==> src/shared/tracker_pkg.sv <==
// Purpose: Shared constants and types for the engine angle tracker.
// Assumes: APB with 32-bit data; pclk at 20 MHz.
// Notes:   Offsets are byte addresses of aligned words.
package tracker_pkg;

    // Register byte offsets.
    localparam logic [7:0] OFS_CTRL   = 8'h00;
    localparam logic [7:0] OFS_WHEEL  = 8'h04;
    localparam logic [7:0] OFS_STALL  = 8'h08;
    localparam logic [7:0] OFS_FILTER = 8'h0c;
    localparam logic [7:0] OFS_SIM    = 8'h10;
    localparam logic [7:0] OFS_STATUS = 8'h14;
    localparam logic [7:0] OFS_TOOTH  = 8'h18;
    localparam logic [7:0] OFS_ANGLE  = 8'h1c;
    localparam logic [7:0] OFS_DEGREE = 8'h20;
    localparam logic [7:0] OFS_LIMIT  = 8'h24;
    localparam logic [7:0] OFS_PERIOD = 8'h28;

    // Control and wheel register bit positions.
    localparam int CTRL_LOCK_EN  = 0;
    localparam int CTRL_SIM_EN   = 1;
    localparam int CTRL_FOUR_STK = 2;
    localparam int CTRL_VAR_LSB  = 4;
    localparam int CTRL_FLT_CLR  = 8;
    localparam int WHEEL_GAP_LSB = 16;

    // Tooth period timer runs at 40 MHz; pclk is 20 MHz, so it steps by two.
    localparam int TIMER_HZ = 40_000_000;
    localparam int PCLK_HZ  = 20_000_000;
    localparam logic [23:0] TIMER_STEP = 24'(TIMER_HZ / PCLK_HZ);

    localparam logic [1:0]  STROKE_FOUR  = 2'h2;
    localparam logic [1:0]  STROKE_TWO   = 2'h1;
    localparam logic [9:0]  DEG_PER_REV  = 10'h168;
    localparam logic [4:0]  DIV_STEPS    = 5'h1a;

    // Extrapolation bits per variant.
    localparam logic [3:0] XB_ENC2 = 4'h2;
    localparam logic [3:0] XB_ENC4 = 4'h4;
    localparam logic [3:0] XB_GAP  = 4'h7;
    localparam logic [3:0] XB_PLUS = 4'h9;

    typedef enum logic [1:0] {
        VAR_ENC2 = 2'b00,
        VAR_ENC4 = 2'b01,
        VAR_GAP  = 2'b10,
        VAR_PLUS = 2'b11
    } tracker_variant_type;

    typedef enum logic [1:0] {
        ST_STOPPED = 2'b00,
        ST_COUNT   = 2'b01,
        ST_SEARCH  = 2'b10,
        ST_SYNC    = 2'b11
    } lock_state_type;

endpackage

==> src/design/input_filter.sv <==
// Purpose: Persistence glitch filter for one synchronised pulse input.
// Assumes: The input is already in the pclk domain.
// Notes:   A level must persist filter_time + 1 cycles before the output follows.
`timescale 1ns/1ns
module input_filter
    import tracker_pkg::*;
#(
    parameter int CW = 16
) (
    // Clock and reset
    input  wire logic          pclk,
    input  wire logic          presetn,
    // Pulse path
    input  wire logic          raw,
    input  wire logic [CW-1:0] filter_time,
    output logic               filt
);
    logic [CW-1:0] run;

    wire differs = raw != filt;
    wire settled = differs && (run >= filter_time);

    // Any return to the old level restarts the count, so short pulses of
    // either polarity never reach the output.
    always_ff @(posedge pclk or negedge presetn) begin
        if (!presetn) begin
            run  <= '0;
            filt <= 1'b0;
        end else begin
            run  <= (differs && !settled) ? run + 1'b1 : '0;
            filt <= settled ? raw : filt;
        end
    end
endmodule // input_filter

==> src/design/angle_tracker.sv <==
// Purpose: Engine angle tracker with APB registers, filters and simulator.
// Assumes: 20 MHz pclk; crank and cam pins are asynchronous.
// Notes:   Pattern checks are generic per variant; cam phasing is not checked.
`timescale 1ns/1ns
module angle_tracker
    import tracker_pkg::*;
#(
    parameter int FW = 16
) (
    // Clock and reset
    input  wire logic        pclk,
    input  wire logic        presetn,
    // APB slave
    input  wire logic        psel,
    input  wire logic        penable,
    input  wire logic        pwrite,
    input  wire logic [7:0]  paddr,
    input  wire logic [31:0] pwdata,
    output logic [31:0]      prdata,
    output logic             pready,
    output logic             pslverr,
    // Sensor pins
    input  wire logic        crank_pin,
    input  wire logic        cam_pulse_input,
    // Status
    output logic             shaft_motion_flag,
    output logic             lock_state_flag
);
    // Configuration registers.
    logic                position_lock_enable;
    logic                pattern_sim_enable;
    logic                four_stroke;
    tracker_variant_type tracker_variant;
    logic [11:0]         wheel_tooth_total;
    logic [1:0]          gap_tooth_total;
    logic [23:0]         stall_period;
    logic [FW-1:0]       filter_time;
    logic [23:0]         sim_rpm_setting;

    // Tracking state.
    lock_state_type      state;
    logic                lock_fault;
    logic [12:0]         cycle_cnt;
    logic [12:0]         rev_tooth;
    logic [12:0]         tooth_index;
    logic [23:0]         per_cnt;
    logic [23:0]         last_period;
    logic [23:0]         acc;
    logic [15:0]         angle_ticks_now;
    logic [15:0]         tooth_pos;
    logic [9:0]          crank_degree;
    logic [1:0]          pin_s1;
    logic [1:0]          pin_s2;
    logic [1:0]          filt;
    logic [1:0]          filt_d;
    logic                cam_seen;

    // APB decode.
    wire wr_en     = psel && penable && pwrite;
    wire hit_ctrl  = paddr == OFS_CTRL;
    wire hit_wheel = paddr == OFS_WHEEL;
    wire hit_stall = paddr == OFS_STALL;
    wire hit_filt  = paddr == OFS_FILTER;
    wire hit_sim   = paddr == OFS_SIM;
    wire hit_any   = hit_ctrl || hit_wheel || hit_stall || hit_filt || hit_sim
                   || paddr == OFS_STATUS || paddr == OFS_TOOTH
                   || paddr == OFS_ANGLE || paddr == OFS_DEGREE
                   || paddr == OFS_LIMIT || paddr == OFS_PERIOD;
    wire fault_clear = wr_en && hit_ctrl && pwdata[CTRL_FLT_CLR];
    assign pready  = 1'b1;
    assign pslverr = psel && penable && !hit_any;

    // Variant derived values.
    wire [3:0] xbits = (tracker_variant == VAR_ENC2) ? XB_ENC2 :
                       (tracker_variant == VAR_ENC4) ? XB_ENC4 :
                       (tracker_variant == VAR_GAP)  ? XB_GAP : XB_PLUS;
    wire [16:0] tpt         = 17'h1 << xbits;
    wire [12:0] cycle_teeth = four_stroke ? {wheel_tooth_total, 1'b0}
                                          : {1'b0, wheel_tooth_total};
    wire [15:0] cycle_tick_limit = 16'(cycle_teeth << xbits);
    wire [12:0] phys_rev    = (tracker_variant == VAR_GAP)
                            ? 13'(wheel_tooth_total - 12'(gap_tooth_total)) :
                              (tracker_variant == VAR_PLUS)
                            ? 13'(wheel_tooth_total + 12'h1) : cycle_teeth;
    wire [12:0] phys_cycle  = (four_stroke && tracker_variant[1])
                            ? 13'(phys_rev << 1) : phys_rev;

    // Simulator.
    logic [23:0] sim_cnt;
    logic [11:0] sim_tooth;
    logic        sim_rev;
    wire sim_wrap   = sim_cnt >= sim_rpm_setting - 24'h1;
    wire sim_last   = sim_tooth >= wheel_tooth_total - 12'h1;
    wire sim_gap    = (tracker_variant == VAR_GAP)
                    && (sim_tooth >= wheel_tooth_total - 12'(gap_tooth_total));
    wire sim_crank  = (sim_cnt < (sim_rpm_setting >> 1)) && !sim_gap;
    wire sim_cam    = (sim_tooth == 12'h0) && (sim_rev || !four_stroke);
    wire [1:0] raw  = pattern_sim_enable ? {sim_cam, sim_crank} : pin_s2;

    // Tooth events and features.
    wire tooth_ev   = filt[0] && !filt_d[0];
    wire cam_ev     = filt[1] && !filt_d[1];
    wire stalled    = per_cnt > stall_period;
    wire spin_ok    = position_lock_enable && !lock_fault
                    && (stall_period != 24'h0) && (wheel_tooth_total != 12'h0);
    wire feature    = (tracker_variant == VAR_GAP)
                    ? per_cnt > last_period + (last_period >> 1) :
                      (tracker_variant == VAR_PLUS)
                    ? per_cnt < (last_period >> 1) : (cam_seen || cam_ev);
    wire feature_due = rev_tooth >= phys_rev - 13'h1;
    wire pattern_err = feature != feature_due;
    wire [12:0] skip = (tracker_variant == VAR_GAP) ? 13'(gap_tooth_total) + 13'h1 :
                       (tracker_variant == VAR_PLUS) ? 13'h0 : 13'h1;
    wire [12:0] idx_step = feature ? skip : 13'h1;
    wire [13:0] idx_sum  = 14'(tooth_index) + 14'(idx_step);
    wire [12:0] idx_next = (idx_sum >= 14'(cycle_teeth))
                         ? 13'(idx_sum - 14'(cycle_teeth)) : 13'(idx_sum);
    wire [15:0] pos_next = 16'(idx_next << xbits);

    // Extrapolation.
    wire [16:0] hold_pos = 17'(tooth_pos) + tpt;
    wire        lagging  = angle_ticks_now < tooth_pos;
    wire        at_hold  = 17'(angle_ticks_now) >= hold_pos;
    wire [23:0] acc_sum  = acc + 24'(tpt) * TIMER_STEP;
    wire        rate_hit = acc_sum >= last_period;

    // Pin synchronisers.
    always_ff @(posedge pclk or negedge presetn) begin
        if (!presetn) begin
            pin_s1 <= 2'h0;
            pin_s2 <= 2'h0;
            filt_d <= 2'h0;
        end else begin
            pin_s1 <= {cam_pulse_input, crank_pin};
            pin_s2 <= pin_s1;
            filt_d <= filt;
        end
    end

    genvar ch;
    generate
        for (ch = 0; ch < 2; ch++) begin : g_filt
            input_filter #(.CW(FW)) u_filt (
                .pclk        (pclk),
                .presetn     (presetn),
                .raw         (raw[ch]),
                .filter_time (filter_time),
                .filt        (filt[ch])
            );
        end
    endgenerate

    // Register writes.
    always_ff @(posedge pclk or negedge presetn) begin
        if (!presetn) begin
            position_lock_enable <= 1'b0;
            pattern_sim_enable   <= 1'b0;
            four_stroke          <= 1'b0;
            tracker_variant      <= VAR_GAP;
            wheel_tooth_total    <= 12'h0;
            gap_tooth_total      <= 2'h0;
            stall_period         <= 24'h0;
            filter_time          <= '0;
            sim_rpm_setting      <= 24'h0;
        end else if (wr_en) begin
            if (hit_ctrl) begin
                position_lock_enable <= pwdata[CTRL_LOCK_EN];
                pattern_sim_enable   <= pwdata[CTRL_SIM_EN];
                four_stroke          <= pwdata[CTRL_FOUR_STK];
                tracker_variant      <= tracker_variant_type'(pwdata[CTRL_VAR_LSB +: 2]);
            end
            if (hit_wheel) begin
                wheel_tooth_total <= pwdata[11:0];
                gap_tooth_total   <= pwdata[WHEEL_GAP_LSB +: 2];
            end
            if (hit_stall) stall_period <= pwdata[23:0];
            if (hit_filt) filter_time <= pwdata[FW-1:0];
            if (hit_sim) sim_rpm_setting <= pwdata[23:0];
        end
    end

    // Read data is captured in the setup phase and stands through access.
    logic [31:0] rd_mux;
    always_comb begin
        rd_mux = 32'h0;
        case (paddr)
            OFS_CTRL:   rd_mux = {28'h0, 2'(tracker_variant), 1'b0, four_stroke} << 2
                               | {30'h0, pattern_sim_enable, position_lock_enable};
            OFS_WHEEL:  rd_mux = {14'h0, gap_tooth_total, 4'h0, wheel_tooth_total};
            OFS_STALL:  rd_mux = {8'h0, stall_period};
            OFS_FILTER: rd_mux = 32'(filter_time);
            OFS_SIM:    rd_mux = {8'h0, sim_rpm_setting};
            OFS_STATUS: rd_mux = {29'h0, lock_fault, lock_state_flag, shaft_motion_flag};
            OFS_TOOTH:  rd_mux = {19'h0, tooth_index};
            OFS_ANGLE:  rd_mux = {16'h0, angle_ticks_now};
            OFS_DEGREE: rd_mux = {22'h0, crank_degree};
            OFS_LIMIT:  rd_mux = {16'h0, cycle_tick_limit};
            OFS_PERIOD: rd_mux = {8'h0, last_period};
            default:    rd_mux = 32'h0;
        endcase
    end

    always_ff @(posedge pclk or negedge presetn) begin
        if (!presetn) prdata <= 32'h0;
        else if (psel && !penable) prdata <= rd_mux;
    end

    // Pattern simulator.
    always_ff @(posedge pclk or negedge presetn) begin
        if (!presetn) begin
            sim_cnt   <= 24'h0;
            sim_tooth <= 12'h0;
            sim_rev   <= 1'b0;
        end else if (!pattern_sim_enable) begin
            sim_cnt   <= 24'h0;
            sim_tooth <= 12'h0;
            sim_rev   <= 1'b0;
        end else begin
            sim_cnt   <= sim_wrap ? 24'h0 : sim_cnt + 24'h1;
            sim_tooth <= !sim_wrap ? sim_tooth : sim_last ? 12'h0 : sim_tooth + 12'h1;
            sim_rev   <= sim_rev ^ (sim_wrap && sim_last);
        end
    end

    // Tooth period timer, saturating at 24'hfffffe, one count below its 24-bit top.
    always_ff @(posedge pclk or negedge presetn) begin
        if (!presetn) begin
            per_cnt     <= 24'h0;
            last_period <= 24'hffffff;
            cam_seen    <= 1'b0;
        end else begin
            if (tooth_ev) per_cnt <= TIMER_STEP;
            else if (per_cnt <= 24'hffffff - TIMER_STEP) per_cnt <= per_cnt + TIMER_STEP;
            if (tooth_ev) last_period <= per_cnt;
            cam_seen <= tooth_ev ? 1'b0 : (cam_seen || cam_ev);
        end
    end

    // Lock sequencer.
    always_ff @(posedge pclk or negedge presetn) begin
        if (!presetn) begin
            state             <= ST_STOPPED;
            lock_fault        <= 1'b0;
            cycle_cnt         <= 13'h0;
            rev_tooth         <= 13'h0;
            tooth_index       <= 13'h0;
            shaft_motion_flag <= 1'b0;
        end else begin
            if (stalled) shaft_motion_flag <= 1'b0;
            else if (tooth_ev) shaft_motion_flag <= 1'b1;
            if (state == ST_SYNC && tooth_ev && pattern_err) lock_fault <= 1'b1;
            else if (fault_clear) lock_fault <= 1'b0;
            if (!spin_ok || stalled) begin
                state       <= ST_STOPPED;
                tooth_index <= 13'h0;
            end else if (tooth_ev) begin
                case (state)
                    ST_STOPPED: begin
                        state     <= ST_COUNT;
                        cycle_cnt <= 13'h0;
                    end
                    ST_COUNT: begin
                        cycle_cnt <= cycle_cnt + 13'h1;
                        if (cycle_cnt >= phys_cycle - 13'h1) state <= ST_SEARCH;
                    end
                    ST_SEARCH: begin
                        if (feature) begin
                            state       <= ST_SYNC;
                            tooth_index <= 13'h0;
                            rev_tooth   <= 13'h0;
                        end
                    end
                    ST_SYNC: begin
                        if (pattern_err) begin
                            state       <= ST_STOPPED;
                            tooth_index <= 13'h0;
                        end else begin
                            tooth_index <= idx_next;
                            rev_tooth   <= feature ? 13'h0 : rev_tooth + 13'h1;
                        end
                    end
                    default: state <= ST_STOPPED;
                endcase
            end
        end
    end

    assign lock_state_flag = state == ST_SYNC;

    // Angle extrapolation.
    always_ff @(posedge pclk or negedge presetn) begin
        if (!presetn) begin
            angle_ticks_now <= 16'h0;
            tooth_pos       <= 16'h0;
            acc             <= 24'h0;
        end else if (state != ST_SYNC) begin
            angle_ticks_now <= 16'h0;
            tooth_pos       <= 16'h0;
            acc             <= 24'h0;
        end else if (tooth_ev) begin
            tooth_pos <= pos_next;
            acc       <= 24'h0;
            if (idx_next == 13'h0) angle_ticks_now <= 16'h0;
        end else if (lagging) begin
            angle_ticks_now <= angle_ticks_now + 16'h1;
        end else if (!at_hold) begin
            acc <= rate_hit ? acc_sum - last_period : acc_sum;
            if (rate_hit) angle_ticks_now <= angle_ticks_now + 16'h1;
        end
        // Holding at the next tooth's position is the absence of an update.
    end

    // Degree conversion by a restoring divider, one quotient bit per cycle.
    logic [4:0]  div_cnt;
    logic [25:0] div_num;
    logic [16:0] div_rem;
    wire  [1:0]  stroke_factor = four_stroke ? STROKE_FOUR : STROKE_TWO;
    wire  [25:0] deg_num = 26'(angle_ticks_now * DEG_PER_REV * stroke_factor);
    wire  [16:0] trial   = {div_rem[15:0], div_num[25]};
    wire         fits    = trial >= 17'(cycle_tick_limit);

    always_ff @(posedge pclk or negedge presetn) begin
        if (!presetn) begin
            div_cnt      <= 5'h0;
            div_num      <= 26'h0;
            div_rem      <= 17'h0;
            crank_degree <= 10'h0;
        end else if (div_cnt == 5'h0) begin
            crank_degree <= div_num[9:0];
            div_num      <= deg_num;
            div_rem      <= 17'h0;
            div_cnt      <= DIV_STEPS;
        end else begin
            div_rem <= fits ? trial - 17'(cycle_tick_limit) : trial;
            div_num <= {div_num[24:0], fits};
            div_cnt <= div_cnt - 5'h1;
        end
    end
endmodule // angle_tracker

==> config.mk <==
export PLATFORM = sky130hd
export DESIGN_NAME = angle_tracker
export DESIGN_NICKNAME = d
export VERILOG_FILES = /design/src/shared/tracker_pkg.sv /design/src/design/input_filter.sv /design/src/design/angle_tracker.sv
export SDC_FILE = /design/constraint.sdc
export NUM_CORES = 1
export LEC_CHECK = 0
export BUFFER_PORTS_ARGS = -buffer_cell sky130_fd_sc_hd__buf_2
export CAP_MARGIN = 20
export CORE_AREA = 2 2 262 264
export DETAILED_ROUTE_END_ITERATION = 10
export DIE_AREA = 0 0 264 266
export PLACE_DENSITY = 0.73
export SYNTH_ARGS = -nofsm -noshare
export SYNTH_HDL_FRONTEND = slang
export SYNTH_SLANG_ARGS = --single-unit
==> constraint.sdc <==
create_clock -name pclk -period 21.2 [get_ports pclk]
set_input_delay 2.12 -clock pclk [delete_from_list [all_inputs] [get_ports pclk]]
set_output_delay 2.12 -clock pclk [all_outputs]
set_load 0.1 [all_outputs]
# [Word-level counts from Yosys, hierarchy flattened]
# Index checks and enable logic that the tools add are counted.
[word_totals] ff_bits=397 inputBits=47 out_inout_bits=36 elab_cells=251
[op_classes] add_sub_neg=24 multipliers=2 magnitude_cmp=17 eq_ne=30 shifts=3 n_mux=63 bitwise_logic=3 n_reduce_logical=73
[ops] operator="one-hot mux 24 bit (11 select lines)" n=1
[ops] operator="two-way mux 24 bit" n=9
[ops] operator="two-way mux 16 bit" n=12
[ops] operator="two-way mux 13 bit" n=11
[ops] operator="one-hot mux 13 bit (2 select lines)" n=3
[ops] operator="adder 16 x 1 -> 16 bit, second input constant" n=3
[ops] operator=">= comparator 24 bit" n=2
[ops] operator="> comparator 24 bit" n=2
[ops] operator="less-than comparator 24 x 23 -> 1 bit" n=2
[ops] operator="two-way mux 12 bit" n=3
[ops] operator="== test 8 x 5 -> 1 bit, second input constant" n=4
[ops] operator=">= comparator 16 bit" n=2
[ops] operator="left shift 13 x 4 -> 16 bit" n=2
[ops] operator="adder 13 x 1 -> 13 bit, second input constant" n=2
[ops] operator=">= comparator 13 bit" n=2
[ops] operator="two-way mux 26 bit" n=1
[ops] operator="subtractor 13 x 1 -> 13 bit, second input constant" n=2
[ops] operator="adder 24 x 1 -> 24 bit, second input constant" n=1
[ops] operator="adder 24 x 18 -> 24 bit" n=1
[ops] operator="adder 24 x 2 -> 24 bit, second input constant" n=1
[ops] operator="adder 24 x 23 -> 24 bit" n=1
[ops] operator="== test 8 x 6 -> 1 bit, second input constant" n=3
[ops] operator=">= comparator 12 bit" n=2
[ops] operator="<= comparator 24 bit, second input constant" n=1
[ops] operator="other kinds (57)" n=142

# [Depth between registers and ports, before layout]
[logic_depth] word_depth=13 ltp_mapped=43 mapped_depth_nobuf=41

# [Modules after synthesis]
# From an unflattened synthesis, not the netlist that was laid out.
[hier_totals] hier_cells=3835 hier_area_um2=33728.6
[modules_own_cells] mod="angle_tracker" instances=1 cells_each=3575 area_per_inst_um2=31219.9 seq_area_each_um2=8889.8
[modules_own_cells] mod="input_filter (g_filt[1].u_filt)" instances=1 cells_each=131 area_per_inst_um2=1285.0 seq_area_each_um2=425.4
[modules_own_cells] mod="input_filter (g_filt[0].u_filt)" instances=1 cells_each=129 area_per_inst_um2=1223.7 seq_area_each_um2=425.4

# [Worst setup path after synthesis]
# No wires, ideal clock.
[synth_path] path_kind="register to register" start="register last_period[1]" end="register tooth_pos[8]" setup_time_ns=0.108 arrival_ns=8.101 setup_slack_ns=12.991 path_stages_with_launch=42 cell_sequence="dfstp_2 -> ha_1 -> inv_1 -> fa_1 -> nor2b_1 -> o21a_1 -> o21ai_0 -> a31oi_1 -> a221o_1 -> nand4_1 -> a31oi_1 -> a41o_1 -> nor2_1 -> a21oi_1 -> xnor2_1 -> ha_1 -> nand4_1 -> nor4_1 -> [... 6 more ...] -> inv_1 -> fa_1 -> nor2b_1 -> o2111ai_1 -> xor2_1 -> inv_1 -> ha_1 -> nand4_1 -> or4_1 -> and2_1 -> a31oi_2 -> buf_6 -> buf_12 -> mux2_2 -> mux2i_1 -> o21ai_0 -> a2bb2oi_1 -> a221oi_1"
[synth_via] elab_chain_len=10 word_cells_on_any_way=13 classes_between="add/sub (3); order compare (3); shift (1); mux (6)"
[synth_lines] element="from (decl)" line_no="angle_tracker.sv:47" source="logic [23:0] last_period;"
[synth_lines] element="from (signal assigned)" line_no="angle_tracker.sv:234" source="if (tooth_ev) last_period <= per_cnt;"
[synth_lines] element="adder 24 x 23 -> 24 bit / less-than comparator 24 x 23 -> 1 bit (equally long branches)" line_no="angle_tracker.sv:107, angle_tracker.sv:109"
[synth_lines] element="> comparator 24 bit / two-way mux 1 bit (equally long branches)" line_no="angle_tracker.sv:107, angle_tracker.sv:109"
[synth_lines] element="two-way mux 1 bit *" line_no="angle_tracker.sv:107" source="? per_cnt > last_period + (last_period >> 1) :"
[synth_lines] element="two-way mux 3 bit *" line_no="angle_tracker.sv:114" source="wire [12:0] idx_step = feature ? skip : 13'h1;"
[synth_lines] element="adder 13 x 3 -> 14 bit *" line_no="angle_tracker.sv:115" source="wire [13:0] idx_sum = 14'(tooth_index) + 14'(idx_step);"
[synth_lines] element="subtractor 13 bit / >= comparator 14 x 13 -> 1 bit (equally long branches)" line_no="angle_tracker.sv:117, angle_tracker.sv:116"
[synth_lines] element="two-way mux 13 bit *" line_no="angle_tracker.sv:117" source="? 13'(idx_sum - 14'(cycle_teeth)) : 13'(idx_sum);"
[synth_lines] element="left shift 13 x 4 -> 16 bit *" line_no="angle_tracker.sv:118" source="wire [15:0] pos_next = 16'(idx_next << xbits);"
[synth_lines] element="two-way mux 16 bit *" line_no="angle_tracker.sv:300" source="end else if (tooth_ev) begin"
[synth_lines] element="two-way mux 16 bit *" line_no="angle_tracker.sv:296" source="end else if (state != ST_SYNC) begin"
[synth_lines] element="to (signal assigned)" line_no="angle_tracker.sv:301" source="tooth_pos <= pos_next;"
[synth_lines] element="to (decl)" line_no="angle_tracker.sv:50" source="logic [15:0] tooth_pos;"
# Every way passes the cells marked *; elsewhere a longest branch is shown, timed or not. The select of a mux whose other input is x is not followed.
# A chain may end at the register's enable or synchronous reset.

# [Worst setup path in the final report]
[layout_path] start="register last_period[0]" end="register tooth_pos[14]"
[layout_via] elab_chain_len=10 word_cells_on_any_way=11 classes_between="add/sub (3); order compare (2); shift (1); mux (5)"
[layout_lines] element="adder 24 x 23 -> 24 bit *" line_no="angle_tracker.sv:107"
[layout_lines] element="> comparator 24 bit *" line_no="angle_tracker.sv:107"
[layout_lines] element="two-way mux 1 bit *" line_no="angle_tracker.sv:107"
[layout_lines] element="two-way mux 3 bit *" line_no="angle_tracker.sv:114"
[layout_lines] element="adder 13 x 3 -> 14 bit *" line_no="angle_tracker.sv:115"
[layout_lines] element="subtractor 13 bit / >= comparator 14 x 13 -> 1 bit (equally long branches)" line_no="angle_tracker.sv:117, angle_tracker.sv:116"
[layout_lines] element="two-way mux 13 bit *" line_no="angle_tracker.sv:117"
[layout_lines] element="left shift 13 x 4 -> 16 bit *" line_no="angle_tracker.sv:118"
[layout_lines] element="two-way mux 16 bit *" line_no="angle_tracker.sv:300"
[layout_lines] element="two-way mux 16 bit *" line_no="angle_tracker.sv:296"
# Marks and branches as above.

==> report_table.html <==
<table>
<tr><th>Metric</th><th>Value</th></tr>
<tr><th colspan="2">Run status</th></tr>
<tr><td>Outcome</td><td>finished, final reports clean</td></tr>
<tr><th colspan="2">Placement</th></tr>
<tr><td>Post-Place Cell Area</td><td>34700 µm²</td></tr>
<tr><td>Final RePlAce weighted congestion</td><td>0.969</td></tr>
<tr><td>Worst Setup Slack post-DPL</td><td>11100 ps</td></tr>
<tr><td>DPL Wire Length</td><td>73.5 mm</td></tr>
<tr><td>Placed instance count</td><td>4671</td></tr>
<tr><td>Total of buffers placed on input and output ports</td><td>65</td></tr>
<tr><th colspan="2">Synthesis</th></tr>
<tr><td>Share of the yosys chip area belonging to registers</td><td>0.290</td></tr>
<tr><td>Most used standard cell by instance count after synthesis</td><td>sky130_fd_sc_hd__ha_1</td></tr>
<tr><td>#FFs+latches synth</td><td>388</td></tr>
<tr><td>Synthesized area per cell</td><td>8.79 µm²</td></tr>
<tr><td>Mapped Area</td><td>33500 µm²</td></tr>
<tr><td>Count of yosys warnings during synthesis</td><td>0</td></tr>
<tr><td>Synth top cells by count</td><td>411 x sky130_fd_sc_hd__ha_1, 363 x sky130_fd_sc_hd__dfrtp_1, 336 x sky130_fd_sc_hd__nand2_1</td></tr>
<tr><td>Top cell type's share of synthesized area</td><td>0.271</td></tr>
<tr><td>Most used flip-flop cell after synthesis</td><td>sky130_fd_sc_hd__dfrtp_1</td></tr>
<tr><td>Count of flip-flops with a built-in enable after synthesis</td><td>0</td></tr>
<tr><td>Synthesized netlist cell count</td><td>3814</td></tr>
<tr><td>Count of distinct cell types in the synthesized netlist</td><td>108</td></tr>
<tr><td>Share of flip-flops with an asynchronous set or reset after synthesis</td><td>1.00</td></tr>
<tr><td>Ranking of synthesized cells by area</td><td>sky130_fd_sc_hd__dfrtp_1 27%, sky130_fd_sc_hd__ha_1 15%, sky130_fd_sc_hd__xnor2_1 4.1%</td></tr>
<tr><td>Cell taking the most area after synthesis</td><td>sky130_fd_sc_hd__dfrtp_1</td></tr>
<tr><th colspan="2">CTS</th></tr>
<tr><td>Root buffer selected by CTS</td><td>sky130_fd_sc_hd__clkbuf_16</td></tr>
<tr><td>CTS resizes</td><td>0</td></tr>
<tr><td>Clock tree from TritonCTS</td><td>done</td></tr>
<tr><td>Clock latency on the worst-skew pair</td><td>620 ps</td></tr>
<tr><td>Num CTS Buffers</td><td>47</td></tr>
<tr><td>Post-CTS setup buffer count</td><td>0</td></tr>
<tr><td>Clk buf depth</td><td>3</td></tr>
<tr><td>Clock transition time at the flip-flop clock pins of the worst setup and hold paths</td><td>60 ps</td></tr>
<tr><td>Post-CTS Hold Buffers</td><td>0</td></tr>
<tr><td>Sink Count</td><td>388</td></tr>
<tr><td>Deepest level of the CTS H-tree</td><td>2</td></tr>
<tr><th colspan="2">Routing</th></tr>
<tr><td>DRC Markers</td><td>0</td></tr>
<tr><td>Via total after detailed routing</td><td>28900</td></tr>
<tr><td>Final routed wire length divided by cell count</td><td>20.4 µm</td></tr>
<tr><td>Remaining antenna violation count</td><td>0</td></tr>
<tr><td>Initial DRC count</td><td>3082</td></tr>
<tr><td>Total iterations of the first detailed-routing run</td><td>10</td></tr>
<tr><td>Vias per Instance</td><td>6.06</td></tr>
<tr><td>WL final</td><td>97.3 mm</td></tr>
<tr><th colspan="2">Global routing</th></tr>
<tr><td>Vias in the first global route</td><td>27300</td></tr>
<tr><td>Leftover overflow at the end of global routing</td><td>0</td></tr>
<tr><td>Wire length of the first global-routing pass</td><td>153 mm</td></tr>
<tr><td>Combined global-route utilization of all metal layers</td><td>0.272</td></tr>
<tr><td>Maximum number of pins on one net before global-route repair</td><td>121</td></tr>
<tr><td>Number of antenna violations at the first check in global routing</td><td>8</td></tr>
<tr><th colspan="2">Worst setup path</th></tr>
<tr><td>Largest stage delay on the critical path</td><td>700 ps</td></tr>
<tr><td>Worst reg2reg path startpoint</td><td>last_period[0]$_DFFE_PN1P_</td></tr>
<tr><td>WP data required</td><td>21720 ps</td></tr>
<tr><td>Classification of the worst setup path</td><td>reg -&gt; reg</td></tr>
<tr><td>CP dominant cell by count</td><td>sky130_fd_sc_hd__ha_1</td></tr>
<tr><td>Kind of start point of the critical path</td><td>register</td></tr>
<tr><td>Highest fanout seen on the critical path</td><td>18</td></tr>
<tr><td>Max stage delay cell, worst path</td><td>sky130_fd_sc_hd__nor2_1</td></tr>
<tr><td>Worst Path Arrival</td><td>10930 ps</td></tr>
<tr><td>Critical path origin</td><td>last_period[0]$_DFFE_PN1P_</td></tr>
<tr><td>Setup crit end kind</td><td>register</td></tr>
<tr><th colspan="2">Final layout</th></tr>
<tr><td>Fillcell total</td><td>6169</td></tr>
<tr><td>Final Cell Area</td><td>36400 µm²</td></tr>
<tr><td>Layout-stage area growth over the synthesis result</td><td>8.59%</td></tr>
<tr><td>Share of cells above drive strength 1</td><td>0.0972</td></tr>
<tr><td>Final instance count without filler cells</td><td>4766</td></tr>
<tr><td>Post-layout nets</td><td>4332</td></tr>
<tr><th colspan="2">STA</th></tr>
<tr><td>Worst clock skew</td><td>22.2 ps</td></tr>
<tr><td>Final setup violation count</td><td>0</td></tr>
<tr><td>Slew margin rel.</td><td>0.247</td></tr>
<tr><td>Count of endpoints failing hold in the final timing report</td><td>0</td></tr>
<tr><td>Hold Slack</td><td>352 ps</td></tr>
<tr><td>Count of final max-slew check failures</td><td>0</td></tr>
<tr><td>Final sum of negative setup slack</td><td>0 ps</td></tr>
<tr><td>Maximum clock frequency</td><td>96.1 MHz</td></tr>
<tr><td>Transition at the pin with the smallest max-transition slack</td><td>1120 ps</td></tr>
<tr><td>Time the final worst path needs with I/O delays and setup</td><td>10410 ps</td></tr>
<tr><td>RSZ-0062 raised after global routing</td><td>no</td></tr>
<tr><td>Post-route worst setup slack</td><td>10790 ps</td></tr>
<tr><td>Period utilization</td><td>0.491</td></tr>
<tr><th colspan="2">Die</th></tr>
<tr><td>Floorplan core area</td><td>67700 µm²</td></tr>
<tr><td>Die height</td><td>266 µm</td></tr>
<tr><td>Total die area</td><td>70200 µm²</td></tr>
<tr><td>Die W</td><td>264 µm</td></tr>
<tr><td>Standard-cell rows</td><td>96</td></tr>
<tr><td>I/O Pins</td><td>83</td></tr>
<tr><td>Initial standard-cell utilization of the core</td><td>0.495</td></tr>
<tr><th colspan="2">Job</th></tr>
<tr><td>Number of maximum-capacitance constraint violations</td><td>0</td></tr>
<tr><th colspan="2">Power and ir drop</th></tr>
<tr><td>Pwr Density</td><td>64.3 nW/µm²</td></tr>
<tr><td>Leakage power</td><td>17.6 nW</td></tr>
<tr><td>Worst voltage drop across the vdd grid</td><td>0.0569 mV</td></tr>
<tr><th colspan="2">Worst hold path</th></tr>
<tr><td>Hold Crit Start</td><td>pin_s1[1]$_DFF_PN0_</td></tr>
<tr><td>Type of the tightest min-delay check</td><td>reg -&gt; reg</td></tr>
</table>
## worst paths after layout
path                                                  end  slack [ps]  cells past startpoint
max in group asynchronous         per_cnt[18]$_DFFE_PN0P_       17320                      3
worst min-delay path                  pin_s2[1]$_DFF_PN0_         350                      0
worst min register to register        pin_s2[1]$_DFF_PN0_         350                      0
min in group asynchronous        sim_tooth[6]$_DFFE_PN0P_        1590                      1
worst max-delay path            tooth_pos[14]$_DFFE_PN0P_       10790                     41
worst max register to register  tooth_pos[14]$_DFFE_PN0P_       10790                     41
## critical path, delay by kind of cell (launching register included)
kind                     cells  cell delay, ps
AO/OA/AOI/OAI               11            2130
buffers and inverters        4             550
multiplexers                 3            1090
flip-flops                   1             620
XOR/XNOR                     2             400
AND/OR/NAND/NOR             15            3650
adder cells (fa/ha/maj)      6            1870
## cell families after synthesis
group                      share of synthesized area
buffers and inverters                         0.0476
and+or+nand+nor                                0.174
adders and majority gates                      0.174
other                                       0.000224
xor gates and xnor gates                      0.0728
DFF                                            0.290
AOI/OAI and AO/OA                              0.182
muxes                                         0.0592
## registers in the layout, summed over array words and instances, names as in the netlist, 23 cells and up
name,cells
g_filt.u_filt.run,32
div_num,26
acc,24
last_period,24
prdata,24
sim_cnt,24
sim_rpm_setting,24
stall_period,24
per_cnt,23
## stage by stage
stage / total power [W] / util
finish: 0.00234 / 0.538
global route: 0.00246 / 0.538
CTS: 0.00235 / 0.537
detailed placement: 0.00146 / 0.512
global placement: 0.00145 / 0.512
floorplan: 0.00131 / -
## power breakdown
group          switching [W]  leakage [nW]  internal (W)
clock network       0.000358         0.812      0.000521
logic               0.000368          11.7      0.000241
registers          0.0000568          5.09      0.000797
total               0.000783          17.6       0.00156
## area by class of cell
type / count / area, µm² / area share
multi-input combinational: 3036 / 22300 / 0.611
sequential: 388 / 9740 / 0.267
clock buffer: 63 / 1300 / 0.0356
tap: 882 / 1100 / 0.0303
inverter: 263 / 987 / 0.0271
timing repair buffer: 104 / 649 / 0.0178
clock inverter: 25 / 360 / 0.00989
antenna: 5 / 12.5 / 0.000344
## cell usage in the layout (no fill, tap or decap), types with 96 or more instances in the layout
cell	instances
sky130_fd_sc_hd__xnor2_1	157
sky130_fd_sc_hd__xor2_1	120
sky130_fd_sc_hd__nor2_1	298
sky130_fd_sc_hd__inv_1	260
sky130_fd_sc_hd__a21o_1	120
sky130_fd_sc_hd__o21ai_0	219
sky130_fd_sc_hd__a21oi_1	220
sky130_fd_sc_hd__dfrtp_1	363
sky130_fd_sc_hd__ha_1	410
sky130_fd_sc_hd__nand3_1	106
sky130_fd_sc_hd__nand2_1	336
sky130_fd_sc_hd__mux2_2	96
## routing by layer
| layer | global-route usage | vias to the layer above | part of all wire |
|---|---|---|---|
| met5 | 0 | - | 0.00015 |
| met4 | 0.106 | 2 | 0.043 |
| met3 | 0.0513 | 228 | 0.082 |
| met2 | 0.411 | 1080 | 0.43 |
| met1 | 0.385 | 13800 | 0.45 |
| li1 | - | 13800 | - |
Note: power is estimated with default switching activity, not from simulation.
